==> src/verilog/cwd_pkg.sv <==
// Package with offsets, field positions, reset values and timing counts for the option decoder.
package cwd_pkg;
  localparam logic [15:0] CWD_OFS_CLOCK_WORD = 16'h8007;
  localparam logic [15:0] CWD_OFS_RESET_WORD = 16'h8008;
  localparam logic [15:0] CWD_OFS_STATUS     = 16'h8010;
  localparam logic [15:0] CWD_OFS_CONTROL    = 16'h8011;
  localparam logic [15:0] CWD_RST_CLOCK_WORD = 16'h3fff;
  localparam logic [15:0] CWD_RST_RESET_WORD = 16'h3fff;
  localparam int CWD_B1_ANALOG   = 12;
  localparam int CWD_B1_CLOCK_OUTPUT_PIN_N = 8;
  localparam int CWD_B1_RESET_OSCILLATOR_SELECT   = 4;
  localparam int CWD_B1_EXTERNAL_OSCILLATOR   = 0;
  localparam int CWD_B2_DEBUG_N  = 13;
  localparam int CWD_B2_STACK    = 12;
  localparam int CWD_B2_ONEWAY   = 11;
  localparam int CWD_B2_BROWNOUT_LEVEL_SELECT     = 9;
  localparam int CWD_B2_BROWNOUT_ENABLE_MODE    = 6;
  localparam int CWD_B2_WATCHDOG_ENABLE_MODE     = 3;
  localparam int CWD_B2_POWERUP_DELAY_SELECT    = 1;
  localparam int CWD_B2_EXT_RESET_PIN_ENABLE    = 0;
  localparam int CWD_CT_UNLOCK   = 0;
  localparam int CWD_CT_LOCKSET  = 1;
  localparam int CWD_CT_LOCKCLR  = 2;
  localparam int CWD_CT_SWBOR    = 3;
  localparam int CWD_CT_SWWDT    = 4;
  localparam int CWD_CT_SLEEP    = 5;
  localparam int CWD_CT_CLRFLAGS = 6;
  localparam int CWD_CLK_MHZ     = 50;
  localparam int CWD_POWERUP_DELAY_TIMER_LONG_MS  = 64;
  localparam int CWD_POWERUP_DELAY_TIMER_MID_MS   = 16;
  localparam int CWD_POWERUP_DELAY_TIMER_SHORT_MS = 1;
  localparam int CWD_POWERUP_DELAY_TIMER_LONG_CYC  = CWD_POWERUP_DELAY_TIMER_LONG_MS * 1000 * CWD_CLK_MHZ;
  localparam int CWD_POWERUP_DELAY_TIMER_MID_CYC   = CWD_POWERUP_DELAY_TIMER_MID_MS * 1000 * CWD_CLK_MHZ;
  localparam int CWD_POWERUP_DELAY_TIMER_SHORT_CYC = CWD_POWERUP_DELAY_TIMER_SHORT_MS * 1000 * CWD_CLK_MHZ;
  typedef enum logic [1:0] {CWD_OSC_HF32, CWD_OSC_LF, CWD_OSC_HF1, CWD_OSC_EXT} cwd_osc_t;
endpackage

==> src/verilog/cwd_decoder.sv <==
// Configuration word option decoder with register port and pin-remap lock.
`timescale 1ns/100ps
module cwd_decoder
  import cwd_pkg::*;
#(
  parameter int POWERUP_DELAY_TIMER_LONG_CYC  = CWD_POWERUP_DELAY_TIMER_LONG_CYC,
  parameter int POWERUP_DELAY_TIMER_MID_CYC   = CWD_POWERUP_DELAY_TIMER_MID_CYC,
  parameter int POWERUP_DELAY_TIMER_SHORT_CYC = CWD_POWERUP_DELAY_TIMER_SHORT_CYC
) (
  // Clock and reset
  input  wire logic        clk_i,
  input  wire logic        rst_n_i,
  // Register port
  input  wire logic [15:0] addr_i,
  input  wire logic [15:0] wdata_i,
  input  wire logic        wr_i,
  input  wire logic        rd_i,
  output logic      [15:0] rdata_o,
  // Device inputs
  input  wire logic        lvp_enable_i,
  input  wire logic        stack_overflow_i,
  input  wire logic        stack_underflow_i,
  input  wire logic        instr_clock_i,
  input  wire logic        port_clock_pin_i,
  // Decoded options
  output logic             analog_range_select_o,
  output logic             clock_output_pin_o,
  output logic [1:0]       current_oscillator_select_o,
  output logic             external_clock_high_range_o,
  output logic             external_clock_low_range_o,
  output logic             external_oscillator_enable_o,
  output logic             debugger_enable_o,
  output logic             stack_fault_reset_o,
  output logic             pin_remap_locked_o,
  output logic             brownout_level_high_o,
  output logic             brownout_active_o,
  output logic             watchdog_active_o,
  output logic             powerup_done_o,
  output logic             external_reset_pin_is_reset_o
);
  typedef struct packed {
    logic [15:0] word1;
    logic [15:0] word2;
    logic        loaded;
    logic        unlocked;
    logic        locked;
    logic        lock_used;
    logic        sw_bor;
    logic        sw_wdt;
    logic        sleep;
    logic        ovf;
    logic        unf;
    logic [15:0] rdata;
    logic        analog;
    logic        clkpin;
    logic [1:0]  current_oscillator_select;
    logic        external_clock_high_range;
    logic        external_clock_low_range;
    logic        exten;
    logic        dbg;
    logic        fault_rst;
    logic        brownout_level_select;
    logic        bor_act;
    logic        wdt_act;
    logic        external_reset_pin;
    logic        powerup_delay_timer_go;
    logic [1:0]  in_sync1;
    logic [1:0]  in_sync2;
  } cwd_state_t;

  cwd_state_t st_reg;
  cwd_state_t st_next;
  logic       powerup_delay_timer_done;
  // The stored words stand for the nonvolatile array, so device reset must leave them alone.
  logic [15:0] live1_reg = CWD_RST_CLOCK_WORD;
  logic [15:0] live2_reg = CWD_RST_RESET_WORD;

  always_ff @(posedge clk_i) begin
    if (wr_i && addr_i == CWD_OFS_CLOCK_WORD) begin
      live1_reg <= wdata_i;
    end
    if (wr_i && addr_i == CWD_OFS_RESET_WORD) begin
      live2_reg <= wdata_i;
    end
  end

  // Four-way mode decode shared by brown-out and watchdog.
  function automatic logic mode_active(input logic [1:0] m, input logic sw, input logic slp);
    unique case (m)
      2'h3: mode_active = 1'b1;
      2'h2: mode_active = !slp;
      2'h1: mode_active = sw;
      2'h0: mode_active = 1'b0;
    endcase
  endfunction

  always_comb begin
    st_next = st_reg;
    st_next.powerup_delay_timer_go = 1'b0;
    st_next.rdata = 16'h0;
    // Stack inputs come from the core but are synchronised anyway for safety.
    st_next.in_sync1 = {stack_overflow_i, stack_underflow_i};
    st_next.in_sync2 = st_reg.in_sync1;
    // Latch the stored words once after reset; later writes wait for the next reset.
    if (!st_reg.loaded) begin
      st_next.loaded = 1'b1;
      st_next.powerup_delay_timer_go = 1'b1;
      st_next.word1 = live1_reg;
      st_next.word2 = live2_reg;
    end
    if (wr_i) begin
      unique case (addr_i)
        CWD_OFS_CONTROL: begin
          st_next.sw_bor = wdata_i[CWD_CT_SWBOR];
          st_next.sw_wdt = wdata_i[CWD_CT_SWWDT];
          st_next.sleep = wdata_i[CWD_CT_SLEEP];
          st_next.unlocked = wdata_i[CWD_CT_UNLOCK];
          if (st_reg.unlocked && wdata_i[CWD_CT_LOCKSET] &&
              !(st_reg.word2[CWD_B2_ONEWAY] && st_reg.lock_used)) begin
            st_next.locked = 1'b1;
            st_next.lock_used = 1'b1;
            st_next.unlocked = 1'b0;
          end else if (st_reg.unlocked && wdata_i[CWD_CT_LOCKCLR] &&
                       !st_reg.word2[CWD_B2_ONEWAY]) begin
            st_next.locked = 1'b0;
            st_next.unlocked = 1'b0;
          end
          if (wdata_i[CWD_CT_CLRFLAGS]) begin
            st_next.ovf = 1'b0;
            st_next.unf = 1'b0;
          end
        end
        default: ;
      endcase
    end
    // Set wins over a clear in the same cycle.
    if (st_reg.in_sync2[1]) st_next.ovf = 1'b1;
    if (st_reg.in_sync2[0]) st_next.unf = 1'b1;
    if (rd_i) begin
      unique case (addr_i)
        CWD_OFS_CLOCK_WORD: st_next.rdata = live1_reg;
        CWD_OFS_RESET_WORD: st_next.rdata = live2_reg;
        CWD_OFS_STATUS: st_next.rdata = {12'h0, powerup_delay_timer_done, st_reg.locked,
                                         st_reg.unf, st_reg.ovf};
        default: st_next.rdata = 16'h0;
      endcase
    end
    st_next.analog = st_reg.word1[CWD_B1_ANALOG];
    st_next.clkpin = st_reg.word1[CWD_B1_CLOCK_OUTPUT_PIN_N] ? port_clock_pin_i
                                                   : instr_clock_i;
    st_next.current_oscillator_select = st_reg.word1[CWD_B1_RESET_OSCILLATOR_SELECT +: 2];
    st_next.external_clock_high_range = st_reg.word1[CWD_B1_EXTERNAL_OSCILLATOR +: 2] == 2'h3;
    st_next.external_clock_low_range = st_reg.word1[CWD_B1_EXTERNAL_OSCILLATOR +: 2] == 2'h2;
    st_next.exten = st_reg.word1[CWD_B1_RESET_OSCILLATOR_SELECT +: 2] == 2'h3 &&
                    st_reg.word1[CWD_B1_EXTERNAL_OSCILLATOR + 1] == 1'b1;
    st_next.dbg = !st_reg.word2[CWD_B2_DEBUG_N];
    st_next.fault_rst = st_reg.word2[CWD_B2_STACK] &&
                        (st_reg.in_sync2 != 2'h0);
    st_next.brownout_level_select = st_reg.word2[CWD_B2_BROWNOUT_LEVEL_SELECT];
    st_next.bor_act = mode_active(st_reg.word2[CWD_B2_BROWNOUT_ENABLE_MODE +: 2], st_reg.sw_bor,
                                  st_reg.sleep);
    st_next.wdt_act = mode_active(st_reg.word2[CWD_B2_WATCHDOG_ENABLE_MODE +: 2], st_reg.sw_wdt,
                                  st_reg.sleep);
    st_next.external_reset_pin = lvp_enable_i || st_reg.word2[CWD_B2_EXT_RESET_PIN_ENABLE];
  end

  always_ff @(posedge clk_i or negedge rst_n_i) begin
    if (!rst_n_i) begin
      st_reg <= '0;
      st_reg.word1 <= CWD_RST_CLOCK_WORD;
      st_reg.word2 <= CWD_RST_RESET_WORD;
    end else begin
      st_reg <= st_next;
    end
  end

  // Delay counter; a 3 selection finishes one cycle after start.
  cwd_powerup_delay_timer #(
    .LONG_CYC  (POWERUP_DELAY_TIMER_LONG_CYC),
    .MID_CYC   (POWERUP_DELAY_TIMER_MID_CYC),
    .SHORT_CYC (POWERUP_DELAY_TIMER_SHORT_CYC)
  ) u_powerup_delay_timer (
    .clk_i   (clk_i),
    .rst_n_i (rst_n_i),
    .start_i (st_reg.powerup_delay_timer_go),
    .sel_i   (st_reg.word2[CWD_B2_POWERUP_DELAY_SELECT +: 2]),
    .done_o  (powerup_delay_timer_done)
  );

  assign rdata_o = st_reg.rdata;
  assign analog_range_select_o = st_reg.analog;
  assign clock_output_pin_o = st_reg.clkpin;
  assign current_oscillator_select_o = st_reg.current_oscillator_select;
  assign external_clock_high_range_o = st_reg.external_clock_high_range;
  assign external_clock_low_range_o = st_reg.external_clock_low_range;
  assign external_oscillator_enable_o = st_reg.exten;
  assign debugger_enable_o = st_reg.dbg;
  assign stack_fault_reset_o = st_reg.fault_rst;
  assign pin_remap_locked_o = st_reg.locked;
  assign brownout_level_high_o = st_reg.brownout_level_select;
  assign brownout_active_o = st_reg.bor_act;
  assign watchdog_active_o = st_reg.wdt_act;
  assign powerup_done_o = powerup_delay_timer_done;
  assign external_reset_pin_is_reset_o = st_reg.external_reset_pin;

  // Outputs come out of reset at zero, so some of the checks wait until the latch has run once.
  analog_range_a: assert property (@(posedge clk_i) disable iff (!rst_n_i)
    st_reg.loaded |-> analog_range_select_o == $past(st_reg.word1[CWD_B1_ANALOG]))
    else $error("analog range wrong");
  debug_en_a: assert property (@(posedge clk_i) disable iff (!rst_n_i)
    debugger_enable_o == !$past(st_reg.word2[CWD_B2_DEBUG_N]))
    else $error("debugger enable wrong");
  osc_sel_a: assert property (@(posedge clk_i) disable iff (!rst_n_i)
    st_reg.loaded |-> current_oscillator_select_o == $past(st_reg.word1[5:4]))
    else $error("oscillator select wrong");
  ext_mode_a: assert property (@(posedge clk_i) disable iff (!rst_n_i)
    !(external_clock_high_range_o && external_clock_low_range_o))
    else $error("both clock ranges");
  oneway_lock_a: assert property (@(posedge clk_i) disable iff (!rst_n_i)
    st_reg.word2[CWD_B2_ONEWAY] && st_reg.locked |=> st_reg.locked)
    else $error("one-way lock cleared");
  lock_needs_unlock_a: assert property (@(posedge clk_i) disable iff (!rst_n_i)
    $changed(st_reg.locked) |-> $past(st_reg.unlocked))
    else $error("lock changed without unlock");
  external_reset_pin_lvp_a: assert property (@(posedge clk_i) disable iff (!rst_n_i)
    st_reg.loaded && lvp_enable_i |=> external_reset_pin_is_reset_o)
    else $error("reset pin lost under lvp");
  stack_flag_a: assert property (@(posedge clk_i) disable iff (!rst_n_i)
    st_reg.in_sync2[1] |=> st_reg.ovf)
    else $error("overflow flag not set");
  stack_rst_a: assert property (@(posedge clk_i) disable iff (!rst_n_i)
    stack_fault_reset_o |-> $past(st_reg.word2[CWD_B2_STACK]))
    else $error("fault reset while disabled");
  bor_always_a: assert property (@(posedge clk_i) disable iff (!rst_n_i)
    st_reg.loaded && $past(st_reg.word2[7:6]) == 2'h3 |-> brownout_active_o)
    else $error("brown-out not forced on");
  wdt_off_a: assert property (@(posedge clk_i) disable iff (!rst_n_i)
    $past(st_reg.word2[4:3]) == 2'h0 |-> !watchdog_active_o)
    else $error("watchdog not off");
  brownout_level_select_a: assert property (@(posedge clk_i) disable iff (!rst_n_i)
    st_reg.loaded |-> brownout_level_high_o == $past(st_reg.word2[CWD_B2_BROWNOUT_LEVEL_SELECT]))
    else $error("brown-out level wrong");
  clock_output_pin_a: assert property (@(posedge clk_i) disable iff (!rst_n_i)
    !$past(st_reg.word1[CWD_B1_CLOCK_OUTPUT_PIN_N]) |-> clock_output_pin_o == $past(instr_clock_i))
    else $error("clock pin not driven");
  latch_hold_a: assert property (@(posedge clk_i) disable iff (!rst_n_i)
    st_reg.loaded |=> $stable(st_reg.word2))
    else $error("latched word changed");
endmodule // cwd_decoder

==> src/verilog/cwd_powerup_delay_timer.sv <==
// Power-up delay counter loaded from the delay selection.
`timescale 1ns/100ps
module cwd_powerup_delay_timer
  import cwd_pkg::*;
#(
  parameter int LONG_CYC  = CWD_POWERUP_DELAY_TIMER_LONG_CYC,
  parameter int MID_CYC   = CWD_POWERUP_DELAY_TIMER_MID_CYC,
  parameter int SHORT_CYC = CWD_POWERUP_DELAY_TIMER_SHORT_CYC
) (
  // Clock and reset
  input  wire logic       clk_i,
  input  wire logic       rst_n_i,
  // Control
  input  wire logic       start_i,
  input  wire logic [1:0] sel_i,
  // Status
  output logic            done_o
);
  typedef struct packed {
    logic [31:0] cnt;
    logic        done;
  } cwd_powerup_delay_timer_st_t;
  cwd_powerup_delay_timer_st_t st_reg;
  cwd_powerup_delay_timer_st_t st_next;

  always_comb begin
    st_next = st_reg;
    if (start_i) begin
      unique case (sel_i)
        2'h3: st_next.cnt = 32'h0;
        2'h2: st_next.cnt = 32'(LONG_CYC);
        2'h1: st_next.cnt = 32'(MID_CYC);
        2'h0: st_next.cnt = 32'(SHORT_CYC);
      endcase
      st_next.done = (sel_i == 2'h3);
    end else if (st_reg.cnt != 32'h0) begin
      st_next.cnt = st_reg.cnt - 32'h1;
      st_next.done = (st_reg.cnt == 32'h1);
    end
  end

  always_ff @(posedge clk_i or negedge rst_n_i) begin
    if (!rst_n_i) begin
      st_reg <= '0;
    end else begin
      st_reg <= st_next;
    end
  end

  assign done_o = st_reg.done;
endmodule // cwd_powerup_delay_timer

==> config.mk <==
export PLATFORM = sky130hd
export DESIGN_NAME = cwd_decoder
export DESIGN_NICKNAME = d
export VERILOG_FILES = /design/src/verilog/cwd_pkg.sv /design/src/verilog/cwd_decoder.sv /design/src/verilog/cwd_powerup_delay_timer.sv
export SDC_FILE = /design/constraint.sdc
export NUM_CORES = 1
export LEC_CHECK = 0
export BUFFER_PORTS_ARGS = -buffer_cell sky130_fd_sc_hd__buf_2
export CORE_MARGIN = 2
export CORE_UTILIZATION = 35
export CTS_CLUSTER_SIZE = 14
export DETAILED_ROUTE_END_ITERATION = 7
export PLACE_DENSITY_LB_ADDON = 0.25
export SYNTH_ARGS = -nofsm -noshare
export SYNTH_HDL_FRONTEND = slang
export SYNTH_SLANG_ARGS = --single-unit
==> constraint.sdc <==
create_clock -name clk_i -period 2.7 [get_ports clk_i]
set_clock_uncertainty 0.15 [all_clocks]
set_input_delay 0.54 -clock clk_i [delete_from_list [all_inputs] [get_ports clk_i]]
set_output_delay 0.54 -clock clk_i [all_outputs]
set_load 0.01 [all_outputs]
==> results.py, run 1 <==
metrics = {
    "clock_tree": {
        "cts_num_sinks": 125,
        "cts_setup_buffers": 0,
        "clk_path_buf_depth": 2,
        "ctsResizeCount": 0,
        "hold_buffers": 0,
        "cts_tree": "yes",
        "clock_latency_ns": 0.41,
        "htreeDepth": 4,
        "clkTransAtPathRegs_ns": 0.06,
        "cts_buffers": 17,
        "cts_root_buf": "clkbuf_16",
    },
    "grt": {
        "grt_first_pass_wirelength_mm": 18.5,
        "gr-total-overflow": 0,
        "antenna_found_initial": 0,
        "grt_max_degree": 94,
        "grt_usage": 0.148,
        "grt_pass1_vias": 3585,
    },
    "placement": {
        "hpwl_mm": 7.46,
        "port_buffers": 71,
        "gp_congestion": 0.779,
    },
    "die": {
        "die_h_um": 127,
        "dieWidth_um": 127,
        "rows": 44,
        "core_um2": 14600,
        "start_util": 0.360,
        "io_pins": 72,
        "die-area_um2": 16100,
    },
    "synthesis": {
        "synth_cell_types": 52,
        "yosysMostFrequentCell": "dfrtp_1",
        "synth_seq_area_share": 0.628,
        "yosysWarnings": 0,
        "ys_ff_latch": 125,
        "synth-edff-count": 32,
        "syn-cell-area_um2": 5270,
        "netlist_top_cells_count": "dfrtp_1 (76), edfxtp_1 (32), nand2_1 (23)",
        "synth_nets": 466,
        "synthCells": 419,
        "synth_top_cell_by_area": "dfrtp_1",
        "yosysTopAreaCellShare": 0.361,
        "synth-async-reset-ratio": 0.744,
        "synth_area_leaders": "dfrtp_1 (36%), edfxtp_1 (18%), dfstp_2 (8.5%), mux2_2 (4.1%), buf_4 (2.6%)",
        "ys.flop_type": "dfrtp_1",
        "avgSynthCellArea_um2": 12.6,
    },
    "timing": {
        "setup_tns_ns": 0,
        "max_freq_mhz": 389,
        "tightest_slew_ns": 0.819,
        "period_needed_ns": 2.57,
        "drv_slew": 0,
        "holdWs_ns": 0.0183,
        "fin_crit_sh": 0.952,
        "setup_viol": 0,
        "hold_violations": 0,
        "relSlewSlack": 0.454,
        "rsz0062_at_grt": "false",
    },
    "critical_path": {
        "critical_path_class": "reg -> reg",
        "crit_fanout": 11,
        "start_kind": "flop",
        "reg2reg_to": "u_powerup_delay_timer.st_reg[20]$_DFFE_PN0P_",
        "max_stage_delay_ns": 0.63,
        "crit_arrival_ns": 2.76,
        "end_kind": "flop",
        "cp_slowest_cell": "or4_1",
        "path_buf_inv": 0,
        "worstPathCellList": "or4_1, or3_4, or4_4, a21o_1, a31oi_1",
        "rrSetupSlack_ns": 0.13,
        "required_ns": 2.88,
        "crit_start": "u_powerup_delay_timer.st_reg[7]$_DFFE_PN0P_",
        "reg2reg_from": "u_powerup_delay_timer.st_reg[7]$_DFFE_PN0P_",
        "reg2reg_depth": 5,
        "critical_path.top_delay_family": "simple AND/OR/NAND/NOR gates",
    },
    "routing": {
        "ant_nets": 0,
        "firstDrtPassIters": 4,
        "drt-vias-per-instance": 5.12,
        "wirelength_mm": 11.1,
        "wl_per_cell_um": 16.3,
        "drt-initial-drc-count": 241,
        "routed-via-count": 3505,
        "drcViolationCount": 0,
    },
    "pwr": {
        "vdd_ir_drop_max_mv": 0.595,
        "power_density_nw_per_um2": 736,
        "power.total_mw": 4.69,
        "leakagePower_nw": 2.64,
    },
    "final_layout": {
        "largest_register_ffs": 32,
        "fin_nets": 534,
        "multiInputGateArea_um2": 1730,
        "drive_above_1_share": 0.322,
        "syn_to_final_growth_pct": 20.8,
        "fillers": 1384,
        "antenna_cells": 0,
        "regArea_um2": 3310,
    },
    "hold_path": {
        "hp-class": "in -> async",
    },
    "outcome": {
        "outcome": "finished, final reports clean",
    },
    "flow_run": {
        "max_cap_violations": 0,
    },
}
==> per-stage QoR <==
stage          cells  utilization  worst slack, ns  instance area (µm²)
5_1_grt          684        0.435          0.00363                 6370
3_3_place_gp     652        0.394            0.178                 5770
2_1_floorplan    419            -           0.0601                 5300
4_1_cts          684        0.435            0.133                 6370
3_5_place_dp     652        0.394            0.145                 5770
6_report         684        0.435            0.129                 6370
==> worst max path at each step <==
| stage | cells past startpoint | end | slack [ns] |
|---|---|---|---|
| finish | 5 | u_powerup_delay_timer.st_reg[20]$_DFFE_PN0P_ | 0.13 |
| global route | 6 | u_powerup_delay_timer.st_reg[24]$_DFFE_PN0P_ | 0.004 |
| global placement | 5 | u_powerup_delay_timer.st_reg[20]$_DFFE_PN0P_ | 0.18 |
| detailed placement | 5 | u_powerup_delay_timer.st_reg[20]$_DFFE_PN0P_ | 0.14 |
| CTS | 5 | u_powerup_delay_timer.st_reg[20]$_DFFE_PN0P_ | 0.13 |
| floorplan | 5 | live2_reg[0]$_DFFE_PP_ | 0.06 |
==> report_power, final <==
group	leakage (nW)	switching, mW	internal [mW]
registers	1.45	0.0618	2.02
logic	0.905	0.184	0.142
clock network	0.282	0.841	1.45
total	2.64	1.09	3.61
==> cell families (layout without fill, tap and decap cells) <==
| kind of cell | count (synthesis) | in the layout | share of synthesized area |
|---|---|---|---|
| other cells | 1 | 1 | 0.000711 |
| simple gates | 131 | 131 | 0.145 |
| flops | 125 | 125 | 0.628 |
| fa+ha+maj | 6 | 6 | 0.0142 |
| buf+inv | 44 | 125 | 0.0477 |
| compound gates | 85 | 85 | 0.110 |
| xor+xnor | 6 | 6 | 0.00997 |
| mux | 21 | 21 | 0.0444 |
==> worst reg2reg max path, delay by kind of cell (launching register included) <==
| kind | cells | cell delay [ns] |
|---|---|---|
| flip-flops | 1 | 0.39 |
| AND/OR/NAND/NOR | 3 | 1.64 |
| AO/OA/AOI/OAI | 2 | 0.33 |
==> cell type report <==
class	instances	share of cell area
Sequential cell	125	0.519
Tap cell	184	0.0361
Clock buffer	17	0.0668
Inverter	10	0.00589
Multi-Input combinational cell	250	0.272
Clock inverter	15	0.0273
Timing Repair Buffer	83	0.0723
==> layer usage <==
metal / vias to the layer above / share of wire / global-route usage / routed length, µm
li1: 1666 / - / - / -
met1: 1754 / 0.47 / 0.198 / 5180
met2: 71 / 0.48 / 0.230 / 5340
met3: 14 / 0.038 / 0.0409 / 425
met4: 0 / 0.015 / 0.0549 / 170
met5: - / 0 / 0 / 0
==> cells in the final DEF, fill, tap and decap left out, types with 15 or more instances in the layout <==
cell | netlist | final
nor2_1 | 17 | 17
a21oi_1 | 22 | 22
clkbuf_16 | 0 | 17
dfrtp_1 | 76 | 76
buf_2 | 3 | 70
nor2b_1 | 15 | 15
dfstp_2 | 17 | 17
nand2_1 | 23 | 23
edfxtp_1 | 32 | 32
mux2_2 | 19 | 19
Note: power is estimated with default switching activity, not from simulation.
==> run 2, diff against run 1 <==
SYNTH_HIERARCHICAL = 1   (was unset)
==> results.py, run 2 <==
metrics = {
    "outcome": {
        "outcome": "finished, final reports clean",
    },
    "final_layout": {
        "regArea_um2": 3310,
        "syn_to_final_growth_pct": 22.3,
        "most-common-layout-cells": "dfrtp_1 (76), buf_2 (70), edfxtp_1 (32)",
        "drive_above_1_share": 0.393,
        "fin_nets": 538,
        "multiInputGateArea_um2": 1810,
        "largest_register_ffs": 32,
        "stdcell_count": 693,
        "fillers": 1406,
        "layout_commonest_cell": "dfrtp_1",
    },
    "placement": {
        "hpwl_mm": 7.78,
        "dp_cells": 659,
        "place_ws_ns": -0.0207,
        "port_buffers": 71,
        "gp_congestion": 0.820,
    },
    "critical_path": {
        "crit_fanout": 6,
        "required_ns": 2.88,
        "start_kind": "flop",
        "end_kind": "flop",
        "crit_arrival_ns": 2.79,
        "critical_path_class": "reg -> reg",
    },
    "clock_tree": {
        "clk_path_buf_depth": 2,
        "cts_buffers": 17,
        "htreeDepth": 4,
        "cts_tree": "yes",
        "cts_setup_buffers": 0,
        "cts_num_sinks": 125,
        "clock_latency_ns": 0.42,
        "cts_root_buf": "clkbuf_16",
        "clkTransAtPathRegs_ns": 0.06,
    },
    "die": {
        "io_pins": 72,
        "dieWidth_um": 128,
        "core_um2": 15100,
        "die_h_um": 128,
        "start_util": 0.356,
        "rows": 45,
        "die-area_um2": 16400,
    },
    "routing": {
        "routed-via-count": 3557,
        "ant_nets": 0,
        "wirelength_mm": 11.4,
        "wl_per_cell_um": 16.5,
        "drt-initial-drc-count": 195,
        "drcViolationCount": 0,
        "drt-vias-per-instance": 5.13,
        "firstDrtPassIters": 4,
    },
    "hold_path": {
        "hp-class": "in -> reg",
    },
    "grt": {
        "grt_max_degree": 58,
        "gr-total-overflow": 0,
        "grt_first_pass_wirelength_mm": 18.7,
        "grt_usage": 0.149,
        "grt_pass1_vias": 3656,
        "antenna_found_initial": 0,
    },
    "timing": {
        "fin_crit_sh": 0.965,
        "period_needed_ns": 2.61,
        "drv_slew": 0,
        "relSlewSlack": 0.485,
        "max_freq_mhz": 384,
        "layout_setup_ws_ns": 0.0943,
        "rsz0062_at_grt": "false",
        "hold_violations": 0,
        "tightest_slew_ns": 0.773,
        "setup_viol": 0,
    },
    "synthesis": {
        "synth_cell_types": 60,
        "avgSynthCellArea_um2": 13.2,
        "ys_ff_latch": 125,
        "synthCells": 408,
        "yosysWarnings": 6,
        "synth-async-reset-ratio": 0.744,
        "synth_area_leaders": "dfrtp_1 (35%), edfxtp_1 (18%), dfstp_2 (8.3%), mux2_2 (4.8%), buf_4 (2.8%)",
        "synth_seq_area_share": 0.616,
        "synth_top_cell_by_area": "dfrtp_1",
        "yosysTopAreaCellShare": 0.354,
        "netlist_top_cells_count": "dfrtp_1 (76), edfxtp_1 (32), mux2_2 (23)",
        "ys.flop_type": "dfrtp_1",
        "syn-cell-area_um2": 5380,
        "synth-edff-count": 32,
        "synth_nets": 455,
        "yosysMostFrequentCell": "dfrtp_1",
    },
    "pwr": {
        "power_density_nw_per_um2": 705,
        "leakagePower_nw": 2.82,
        "power.total_mw": 4.63,
        "vdd_ir_drop_max_mv": 0.427,
    },
    "flow_run": {
        "max_cap_violations": 0,
    },
}
run 2: cell types whose count changed after synthesis, moves of 5 or more:
cell	change
o41ai_1	-5
or4_1	+10
a22oi_1	-12
nor2b_1	-10
a32o_1	+12
nor3_1	-6
nand2_1	-11
a22o_1	+5
a31oi_1	+6
run 2: path summary, 6_finish.rpt:
check,slack [ns],endpoint,startpoint,cells after the start
worst min register to register,0.20,st_reg[1]$_DFF_PN0_,st_next[1]$_DFF_PN0_,0
min in group asynchronous,0.49,u_powerup_delay_timer/st_reg[17]$_DFFE_PN0P_,rst_n_i,2
worst max register to register,0.09,u_powerup_delay_timer/st_reg[13]$_DFFE_PN0P_,u_powerup_delay_timer/st_reg[2]$_DFFE_PN0P_,7
max in group asynchronous,1.19,st_reg[46]$_DFFE_PN1N_,rst_n_i,3
worst max-delay path,0.09,u_powerup_delay_timer/st_reg[13]$_DFFE_PN0P_,u_powerup_delay_timer/st_reg[2]$_DFFE_PN0P_,7
worst min-delay path,0.08,st_next[0]$_DFF_PN0_,stack_underflow_i,1
run 2: critical path, stage by stage (launching register included):
cell and delay [ns]:
dfrtp_1 0.40, inv_1 0.09, ha_1 0.16, or3b_4 0.41
or3_4 0.37, or4_4 0.43, or3_1 0.33, a31oi_1 0.18
run 2: layout make-up:
type                            instances  share of cell area
Antenna cell                            1            0.000381
Clock inverter                         15              0.0228
Tap cell                              188              0.0358
Sequential cell                       125               0.503
Inverter                               11             0.00628
Multi-Input combinational cell        235               0.276
Timing Repair Buffer                  101              0.0910
Clock buffer                           17              0.0647
run 2: metal layers:
layer,up-vias,track usage,share of wire
li1,1696,-,-
met1,1750,0.184,0.45
met2,94,0.240,0.48
met3,17,0.0530,0.056
met4,0,0.0575,0.017
met5,-,0,0
run 2: repair_timing:
item | CTS | global route
resized for setup | 2 | 3
hold buffers | 1 | 0
setup endpoints to repair | 1 | 3
endpoints found under the hold margin | 32 | 0
gates cloned | 0 | 0
run 2: report_power, final:
group | switching, mW | total, mW | internal (mW)
registers | 0.0685 | 2.08 | 2.01
logic | 0.181 | 0.337 | 0.157
clock network | 0.918 | 2.21 | 1.29
total | 1.17 | 4.63 | 3.47
run 2: kinds of logic (layout without fill, tap and decap cells):
logic type,count (synthesis),after routing,synth area share
mux,24,24,0.0500
flops,125,125,0.616
buf+inv,48,144,0.0542
simple gates,110,110,0.136
other cells,1,2,0.000698
compound gates,87,87,0.118
xor+xnor,7,7,0.0114
fa+ha+maj,6,6,0.0140
run 2: metrics by stage:
stage	TNS (ns)	instance area, µm²	hold WS [ns]	utilization
floorplan	0	5380	0.0944	-
CTS	0	6560	0.0654	0.434
detailed placement	-0.0207	5960	0.185	0.395
finish	0	6570	0.0819	0.436
global route	0	6570	0.0692	0.435
global placement	0	5960	0.189	0.395
==> run 3, diff against run 2 <==
RECOVER_POWER = 25   (was unset)
==> results.py, run 3 (synthesis results as in run 2) <==
metrics = {
    "final_layout": {
        "most-common-layout-cells": "dfrtp_1 (76), buf_2 (58), edfxtp_1 (32)",
        "layout_commonest_cell": "dfrtp_1",
        "drive_above_1_share": 0.353,
        "antenna_cells": 0,
        "largest_register_ffs": 32,
        "syn_to_final_growth_pct": 21.9,
        "fin_area_um2": 6550,
        "fin_nets": 538,
    },
    "timing": {
        "setup_viol": 0,
        "tightest_slew_ns": 1.02,
        "hold_violations": 0,
        "rsz0062_at_grt": "false",
        "setup_tns_ns": 0,
        "period_needed_ns": 2.61,
        "fin_crit_sh": 0.966,
        "max_freq_mhz": 384,
        "drv_slew": 0,
        "relSlewSlack": 0.319,
    },
    "grt": {
        "grt_max_degree": 58,
        "gr-total-overflow": 0,
        "grt_usage": 0.149,
        "grt_pass1_vias": 3656,
        "grt_first_pass_wirelength_mm": 18.7,
        "antenna_found_initial": 0,
    },
    "clock_tree": {
        "cts_root_buf": "clkbuf_16",
        "clkTransAtPathRegs_ns": 0.06,
        "clk_path_buf_depth": 2,
        "cts_buffers": 17,
        "htreeDepth": 4,
        "cts_num_sinks": 125,
        "clock_latency_ns": 0.41,
        "cts_tree": "yes",
    },
    "routing": {
        "wl_per_cell_um": 16.5,
        "drt-vias-per-instance": 5.16,
        "ant_nets": 0,
        "wirelength_mm": 11.4,
        "firstDrtPassIters": 4,
        "routed-via-count": 3572,
        "drt-initial-drc-count": 201,
        "drcViolationCount": 0,
    },
    "placement": {
        "dpl_cell_area_um2": 5960,
        "hpwl_mm": 7.78,
        "port_buffers": 71,
        "gp_congestion": 0.820,
    },
    "pwr": {
        "vdd_ir_drop_max_mv": 0.427,
        "p_int_mw": 3.46,
        "power.share.switching": 0.252,
        "switching_power_mw": 1.17,
        "leakagePower_nw": 2.78,
        "power_density_nw_per_um2": 706,
        "p_comb_frac": 0.072,
        "power_frac_seq": 0.450,
        "p_clk_frac": 0.478,
    },
    "critical_path": {
        "crit_arrival_ns": 2.79,
        "required_ns": 2.88,
        "path_buf_inv": 1,
        "worstPathCellList": "inv_1, ha_1, or3b_4, or3_4, or4_4, or3_1, a31oi_1",
        "max_stage_delay_ns": 0.43,
        "critical_path_class": "reg -> reg",
        "start_kind": "flop",
        "cp_slowest_cell": "or4_4",
        "critical_path.top_delay_family": "simple AND/OR/NAND/NOR gates",
        "crit_fanout": 6,
        "end_kind": "flop",
    },
    "die": {
        "dieWidth_um": 128,
        "rows": 45,
        "die_h_um": 128,
        "core_um2": 15100,
        "die-area_um2": 16400,
        "io_pins": 72,
        "start_util": 0.356,
    },
    "hold_path": {
        "hp-class": "in -> reg",
    },
    "outcome": {
        "outcome": "finished, final reports clean",
    },
    "flow_run": {
        "max_cap_violations": 0,
    },
}
-- run 3: cell types whose count changed in the layout (fill, tap and decap cells not counted), sizes merged --
cell / change
buf: -13
clkbuf: +13
diode: -1
-- run 3: power groups by stage --
stage	registers [mW]	clock network, mW	logic (mW)
after floorplan	2.10	0	0.193
after global placement	2.11	0	0.324
after detailed placement	2.11	0	0.331
after CTS	2.08	2.25	0.339
after global routing	2.09	2.36	0.374
final	2.08	2.21	0.335
-- run 3: timing repair --
item / 4_1_cts / 5_1_grt
buffers inserted: 0 / 0
hold buffers: 1 / 0
gates resized for setup: 2 / 3
endpoints found under the setup margin: 1 / 3
pin swaps: 0 / 0
cloned: 0 / 0
hold endpoints to repair: 32 / 0
-- run 3: final timing paths --
kind | start | to | slack [ns] | cells past startpoint
worst max-delay path | u_powerup_delay_timer/st_reg[2]$_DFFE_PN0P_ | u_powerup_delay_timer/st_reg[13]$_DFFE_PN0P_ | 0.09 | 7
worst min-delay path | stack_underflow_i | st_next[0]$_DFF_PN0_ | 0.08 | 1
worst max register to register | u_powerup_delay_timer/st_reg[2]$_DFFE_PN0P_ | u_powerup_delay_timer/st_reg[13]$_DFFE_PN0P_ | 0.09 | 7
worst min register to register | st_next[1]$_DFF_PN0_ | st_reg[1]$_DFF_PN0_ | 0.20 | 0
max in group asynchronous | rst_n_i | st_reg[46]$_DFFE_PN1N_ | 0.84 | 3
min in group asynchronous | rst_n_i | u_powerup_delay_timer/st_reg[17]$_DFFE_PN0P_ | 0.68 | 2
-- run 3: layout make-up --
type	count	area, µm²
Sequential cell	125	3310
Fill cell	1411	8540
Inverter	11	41.3
Clock buffer	17	425
Tap cell	188	235
Clock inverter	15	150
Timing Repair Buffer	101	581
Multi-Input combinational cell	235	1810
-- run 3: layer usage --
| metal | up-vias | GRT usage | wire, µm |
|---|---|---|---|
| met3 | 17 | 0.0530 | 635 |
| li1 | 1693 | - | - |
| met1 | 1764 | 0.184 | 5150 |
| met5 | - | 0 | 0 |
| met2 | 98 | 0.240 | 5450 |
| met4 | 0 | 0.0575 | 195 |
-- run 3: metrics by stage --
| stage | hold slack (ns) | utilization | worst slack, ns | cells | power (mW) |
|---|---|---|---|---|---|
| finish | 0.0820 | 0.434 | 0.0926 | 692 | 4.63 |
| global route | 0.0692 | 0.434 | 0.00597 | 692 | 4.82 |
| CTS | 0.0654 | 0.434 | 0.0955 | 692 | 4.67 |
| detailed placement | 0.185 | 0.395 | -0.0207 | 659 | 2.45 |
| global placement | 0.189 | 0.395 | 0.0756 | 659 | 2.44 |
| floorplan | 0.0944 | - | 0.00173 | 408 | 2.29 |
